<file path="src/core/lsw_defs.svh">
`ifndef LSW_DEFS_SVH
`define LSW_DEFS_SVH

// bank geometry
`define LSW_NUM_PINS 64
`define LSW_NUM_PHASES 8
`define LSW_ADDR_W 7
`define LSW_DATA_W 8

// register map: one byte per pin at offset equal to the pin number
`define LSW_PIN_BASE 7'h00
`define LSW_PIN_LAST 7'h3f
`define LSW_STATUS_ADDR 7'h40

// status register fields
`define LSW_STAT_PHASE_LSB 0
`define LSW_STAT_PHASE_MSB 2
`define LSW_STAT_GLOBAL_EN 3
`define LSW_STAT_STOP 4

// values that stand in the logic
`define LSW_ZERO_BYTE 8'h00
`define LSW_ZERO_PHASE 3'h0

`endif

</file>
<file path="src/core/lsw_pkg.sv">
`include "lsw_defs.svh"

package lsw_pkg;
   typedef logic [`LSW_DATA_W-1:0] lsw_byte_type;
   typedef logic [`LSW_ADDR_W-1:0] lsw_addr_type;
   typedef logic [2:0] lsw_phase_type;
endpackage

</file>
<file path="src/core/lsw_segment_phase_bank.sv">
`timescale 1ns/1ps
`include "lsw_defs.svh"
module lsw_segment_phase_bank
   import lsw_pkg::*;
#(
   parameter int NUM_PINS = `LSW_NUM_PINS
) (
   input wire logic clk_i,
   input wire logic rst_i,
   input wire lsw_addr_type addr_i,
   input wire lsw_byte_type wdata_i,
   input wire logic wr_i,
   input wire logic rd_i,
   output lsw_byte_type rdata_o,
   input wire lsw_phase_type phase_i,
   input wire logic lcd_global_enable_i,
   input wire logic [NUM_PINS-1:0] pin_lcd_enable_bit_i,
   input wire logic [NUM_PINS-1:0] backplane_select_bit_i,
   input wire logic deep_stop_mode_i,
   output logic [NUM_PINS-1:0] lcd_owned_o,
   output logic [NUM_PINS-1:0] segment_on_o,
   output logic [NUM_PINS-1:0] backplane_active_o
);

   // no reset on the bank: contents are undefined until written, and keeping
   // the flops off the reset net is what lets them ride through deep stop
   lsw_byte_type segment_phase_pattern_regs [NUM_PINS];
   lsw_byte_type rdata_r;
   lsw_byte_type status_byte;
   logic [NUM_PINS-1:0] owned_nxt;
   logic [NUM_PINS-1:0] seg_nxt;
   logic [NUM_PINS-1:0] bp_nxt;
   logic [NUM_PINS-1:0] owned_r;
   logic [NUM_PINS-1:0] seg_r;
   logic [NUM_PINS-1:0] bp_r;
   logic pin_hit;

   assign pin_hit = (addr_i >= `LSW_PIN_BASE) && (addr_i <= `LSW_PIN_LAST)
                    && (int'(addr_i) < NUM_PINS);

   // byte-wide port only, so a word write cannot tear a pattern here
   always_ff @(posedge clk_i) begin
      if (wr_i && pin_hit && !deep_stop_mode_i) begin
         segment_phase_pattern_regs[addr_i[5:0]] <= wdata_i;
      end
   end

   always_comb begin
      status_byte = `LSW_ZERO_BYTE;
      status_byte[`LSW_STAT_PHASE_MSB:`LSW_STAT_PHASE_LSB] = phase_i;
      status_byte[`LSW_STAT_GLOBAL_EN] = lcd_global_enable_i;
      status_byte[`LSW_STAT_STOP] = deep_stop_mode_i;
   end

   // read data stand only in the cycle after the read strobe
   always_ff @(posedge clk_i or posedge rst_i) begin
      if (rst_i) begin
         rdata_r <= `LSW_ZERO_BYTE;
      end else if (rd_i && pin_hit) begin
         rdata_r <= segment_phase_pattern_regs[addr_i[5:0]];
      end else if (rd_i && addr_i == `LSW_STATUS_ADDR) begin
         rdata_r <= status_byte;
      end else begin
         rdata_r <= `LSW_ZERO_BYTE;
      end
   end

   assign rdata_o = rdata_r;

   genvar g;
   generate
      for (g = 0; g < NUM_PINS; g++) begin : g_pin
         logic phase_bit;
         logic active;
         assign phase_bit = segment_phase_pattern_regs[g][phase_i];
         // pins are released while asleep; the pattern itself is kept
         assign active = lcd_global_enable_i && pin_lcd_enable_bit_i[g]
                         && !deep_stop_mode_i;
         assign owned_nxt[g] = active;
         assign seg_nxt[g] = active && !backplane_select_bit_i[g] && phase_bit;
         assign bp_nxt[g] = active && backplane_select_bit_i[g] && phase_bit;
      end
   endgenerate

   // an unwritten pattern is undefined, so the segment_on_o or backplane_active_o bit of an
   // enabled pin that was never written is undefined too; software writes before enabling
   always_ff @(posedge clk_i or posedge rst_i) begin
      if (rst_i) begin
         owned_r <= '0;
         seg_r <= '0;
         bp_r <= '0;
      end else begin
         owned_r <= owned_nxt;
         seg_r <= seg_nxt;
         bp_r <= bp_nxt;
      end
   end

   assign lcd_owned_o = owned_r;
   assign segment_on_o = seg_r;
   assign backplane_active_o = bp_r;

endmodule

</file>
<file path="config.mk">
export PLATFORM = sky130hd
export DESIGN_NAME = lsw_segment_phase_bank
export DESIGN_NICKNAME = d
export VERILOG_FILES = /design/src/core/lsw_pkg.sv /design/src/core/lsw_segment_phase_bank.sv
export VERILOG_INCLUDE_DIRS = /design/src /design/src/core
export SDC_FILE = /design/constraint.sdc
export NUM_CORES = 1
export LEC_CHECK = 0
export ABC_CLOCK_PERIOD_IN_PS = 6100
export BUFFER_PORTS_ARGS = -buffer_cell sky130_fd_sc_hd__buf_2
export CORE_MARGIN = 1
export CORE_UTILIZATION = 43
export DETAILED_ROUTE_END_ITERATION = 8
export SYNTH_ARGS = -nofsm -noshare
export SYNTH_HDL_FRONTEND = slang
export SYNTH_SLANG_ARGS = --single-unit
</file>
<file path="constraint.sdc">
create_clock -name clk_i -period 6.1 [get_ports clk_i]
set_input_delay 0.915 -clock clk_i [delete_from_list [all_inputs] [get_ports clk_i]]
set_output_delay 0.915 -clock clk_i [all_outputs]
set_load 0.02 [all_outputs]
</file>
==> run_results.csv <==
group,metric,value,unit
min_path,hp-class,"primary input to asynchronous set/reset pin",
cts,cts_sinks,712,
global_route,grt_overflow,0,
synth,synth-simple-area-share,6.264,%
timing,fin_skew,0.03423,ns
synth,yosysSeqAreaShare,67.39,%
die,die_x,267.2,um
critical_path,r2r_start,"segment_phase_pattern_regs[49][6]$_DFFE_PP_",
global_route,grt_pass1_wl,136.0,mm
timing,timing_max_transition_violations_final,0,
synth,synth-compound-area-share,5.114,%
critical_path,crit_path_start_kind,"primary input",
route,vias,19280,
synth,synth_nets,1948,
synth,async_reset_ff_share,28.09,%
die,start_util,43.78,%
route,first_pass_iters,5,
synth,synthCells,1796,
critical_path,r2r_slack,3.99,ns
die,core,0.06907,mm^2
timing,setup_viol,0,
cts,postCtsSetupBuffers,0,
timing,post-route-min-period,3.361,ns
status,status,"complete, no violations",
critical_path,reg2reg_to,"rdata_o[6]$_DFF_PP0_",
cts,h-tree-depth,3,
layout,drive_above_1_share,31.73,%
critical_path,reg2reg_depth,6,
die,dieHeight,267.2,um
timing,setup_tns,0,ns
synth,synthAdderAreaFrac,0,%
global_route,grt_usage,26.72,%
critical_path,crit_start,"addr_i[5]",
global_route,antenna_found_initial,5,
global_route,grt_pass1_vias,19300,
cts,hold_buffers,0,
synth,ys_ff_latch,712,
synth,synth_top_family_by_area,"multiplexers",
route,vias_per_cell,6.142,
timing,min_period_over_period,55.09,%
synth,synth_area_per_cell,16.84,um^2
pwr,p_total,10790,uW
timing,hold_ws,0.3408,ns
pwr,ir_worst_vdd,0.1816,mV
route,wire_per_inst,30.31,um
synth,muxShareOfSynthArea,18.19,%
synth,synth_enable_flop_cells,512,
timing,tightest_slew,1.292,ns
placed_design,place_congestion,1.063,
cts,path_clk_slew,0.06,ns
cts,cts_resized,0,
timing,finalHoldViolCount,0,
critical_path,critPathKind,"primary input to register",
synth,synth.distinct_cells,63,
timing,timing.fmax,297.6,MHz
die,dieArea,0.07139,mm^2
placed_design,dp_hpwl,63.61,mm
synth,synthFlopType,"edfxtp_1",
die,rows,96,
pwr,power.leakage,0.01377,uW
critical_path,crit_fanout,12,
timing,slew-limit-headroom,13.20,%
critical_path,worstPathRequired,6.34,ns
route,ant_nets,0,
cts,cts_tree,"built",
cts,cts_made_buffers,76,
die,ios,352,
critical_path,crit_path_end,"segment_phase_pattern_regs[33][0]$_DFFE_PP_",
layout,syn2layout_area_growth,16.90,%
cts,insertion_delay,0.64,ns
critical_path,cp-end-kind,"register",
pwr,pwr_density_cell,305.1,mW/mm^2
route,drt_iter0_drc,1970,
cts,cts_buffer_depth,3,
critical_path,crit_arrival,3.60,ns
layout,nNetsFinal,2296,
timing,rsz0062_at_grt,"false",
synth,yosys_warnings,0,
synth,syn_area,0.03024,mm^2
placed_design,portBuffers,351,
route,detail_route.wirelength,95.15,mm
route,drcViolationCount,0,
synth,synthXorXnorAreaFrac,0,%
flow_run,drv_cap,0,
global_route,grt_max_degree,111,
cts,root_buffer,"clkbuf_16",
-- flip-flops by register name, summed over array words and instances (netlist names) --
register / flops
segment_phase_pattern_regs: 512
backplane_active_o: 64
lcd_owned_o: 64
segment_on_o: 64
rdata_o: 8
-- how the worst min path moves through the flow --
| stage | from | end | slack [ns] | cells past startpoint |
|---|---|---|---|---|
| 2_1_floorplan | segment_phase_pattern_regs[36][6]$_DFFE_PP_ | rdata_o[6]$_DFF_PP0_ | 0.72 | 4 |
| 3_3_place_gp | segment_phase_pattern_regs[25][2]$_DFFE_PP_ | segment_on_o[25]$_DFF_PP0_ | 0.79 | 3 |
| 3_5_place_dp | segment_phase_pattern_regs[25][2]$_DFFE_PP_ | segment_on_o[25]$_DFF_PP0_ | 0.82 | 3 |
| 4_1_cts | rst_i | lcd_owned_o[18]$_DFF_PP0_ | 0.33 | 2 |
| 5_1_grt | rst_i | lcd_owned_o[18]$_DFF_PP0_ | 0.37 | 2 |
| 6_report | rst_i | lcd_owned_o[18]$_DFF_PP0_ | 0.34 | 2 |
-- cell usage after synthesis (all sizes together) (4+ instances only) --
| library cell | instances | area [um^2] |
|---|---|---|
| o21ai | 24 | 120.1 |
| o22ai | 41 | 256.5 |
| o211ai | 4 | 30.03 |
| a221o | 10 | 100.1 |
| a22oi | 30 | 230.2 |
| nand2b | 9 | 58.81 |
| a22o | 8 | 70.07 |
| and2 | 8 | 50.05 |
| mux4 | 182 | 4099 |
| nor2 | 94 | 362.8 |
| nand3 | 12 | 60.06 |
| clkbuf | 26 | 97.59 |
| inv | 70 | 262.8 |
| nand2 | 94 | 352.8 |
| a32oi | 6 | 52.55 |
| nor3b | 65 | 488.0 |
| o221ai | 13 | 113.9 |
| mux2i | 130 | 1301 |
| a221oi | 29 | 260.3 |
| o22a | 4 | 35.03 |
| buf | 86 | 558.0 |
| edfxtp | 512 | 15370 |
| and3 | 4 | 25.02 |
| mux2 | 9 | 101.4 |
| nor3 | 71 | 366.6 |
| nor2b | 8 | 57.55 |
| dfrtp | 200 | 5005 |
| a21oi | 15 | 75.07 |
-- cells by family (layout without fill, tap and decap cells) --
kind of cell	count (synthesis)	in the layout
buf+inv	182	592
compound gates	206	206
flops	712	712
simple gates	375	375
other cells	0	2
mux	321	321
-- layer usage --
| metal | global-route usage [%] | up-vias | share of wire, % |
|---|---|---|---|
| li1 | - | 7838 | - |
| met1 | 36.13 | 10030 | 39 |
| met2 | 41.76 | 1199 | 47 |
| met3 | 6.271 | 205 | 10 |
| met4 | 10.73 | 8 | 4.1 |
| met5 | 0 | - | 0.060 |
-- layout by cell type (no fill, tap or decap), types with 7 or more instances in the layout --
| cell type | n |
|---|---|
| clkbuf_16 | 79 |
| buf_2 | 337 |
| mux2i_1 | 130 |
| clkinv_1 | 9 |
| bufinv_16 | 8 |
| and2_1 | 7 |
| dfrtp_1 | 200 |
| nand2b_1 | 8 |
| clkbuf_1 | 19 |
| a221o_1 | 10 |
| a22o_1 | 8 |
| nor3b_1 | 64 |
| inv_1 | 69 |
| a221oi_1 | 28 |
| nand3_1 | 12 |
| clkinv_2 | 11 |
| o22ai_1 | 41 |
| o21ai_0 | 18 |
| a22oi_1 | 29 |
| nor3_1 | 70 |
| mux4_2 | 182 |
| a21oi_1 | 15 |
| o221ai_1 | 13 |
| buf_4 | 42 |
| mux2_2 | 9 |
| edfxtp_1 | 512 |
| nand2_1 | 94 |
| nor2_1 | 92 |
| clkinvlp_4 | 8 |
-- final cells by class --
type	instances	area [um^2]
timing repair buffer	382	2056
multi-input combinational	902	8957
clock buffer	101	2090
antenna	2	5.005
clock inverter	39	431.7
sequential	712	20380
inverter	70	266.5
tap	931	1165
fill	5725	33720
-- stage by stage --
step / setup WS (ns) / utilization, % / cells / instance area, um^2
2_1_floorplan: 2.597 / - / 1796 / 30240
3_3_place_gp: 2.192 / 47.53 / 2997 / 32820
3_5_place_dp: 2.155 / 47.53 / 2997 / 32820
4_1_cts: 2.821 / 51.18 / 3137 / 35350
5_1_grt: 2.595 / 51.18 / 3137 / 35350
6_report: 2.739 / 51.18 / 3139 / 35350
-- worst max-delay path: stages --
cell	delay, ns
buf_2	0.26
nor2b_1	0.40
nor2b_1	0.87
nand2_1	0.22
nor3_1	0.93
-- where the power goes --
| part | total [uW] | switching (uW) | internal (uW) |
|---|---|---|---|
| logic | 820 | 540 | 281 |
| clock network | 4710 | 1950 | 2760 |
| registers | 5260 | 18.0 | 5240 |
| total | 10800 | 2510 | 8280 |
Note: power is estimated with default switching activity, not from simulation.
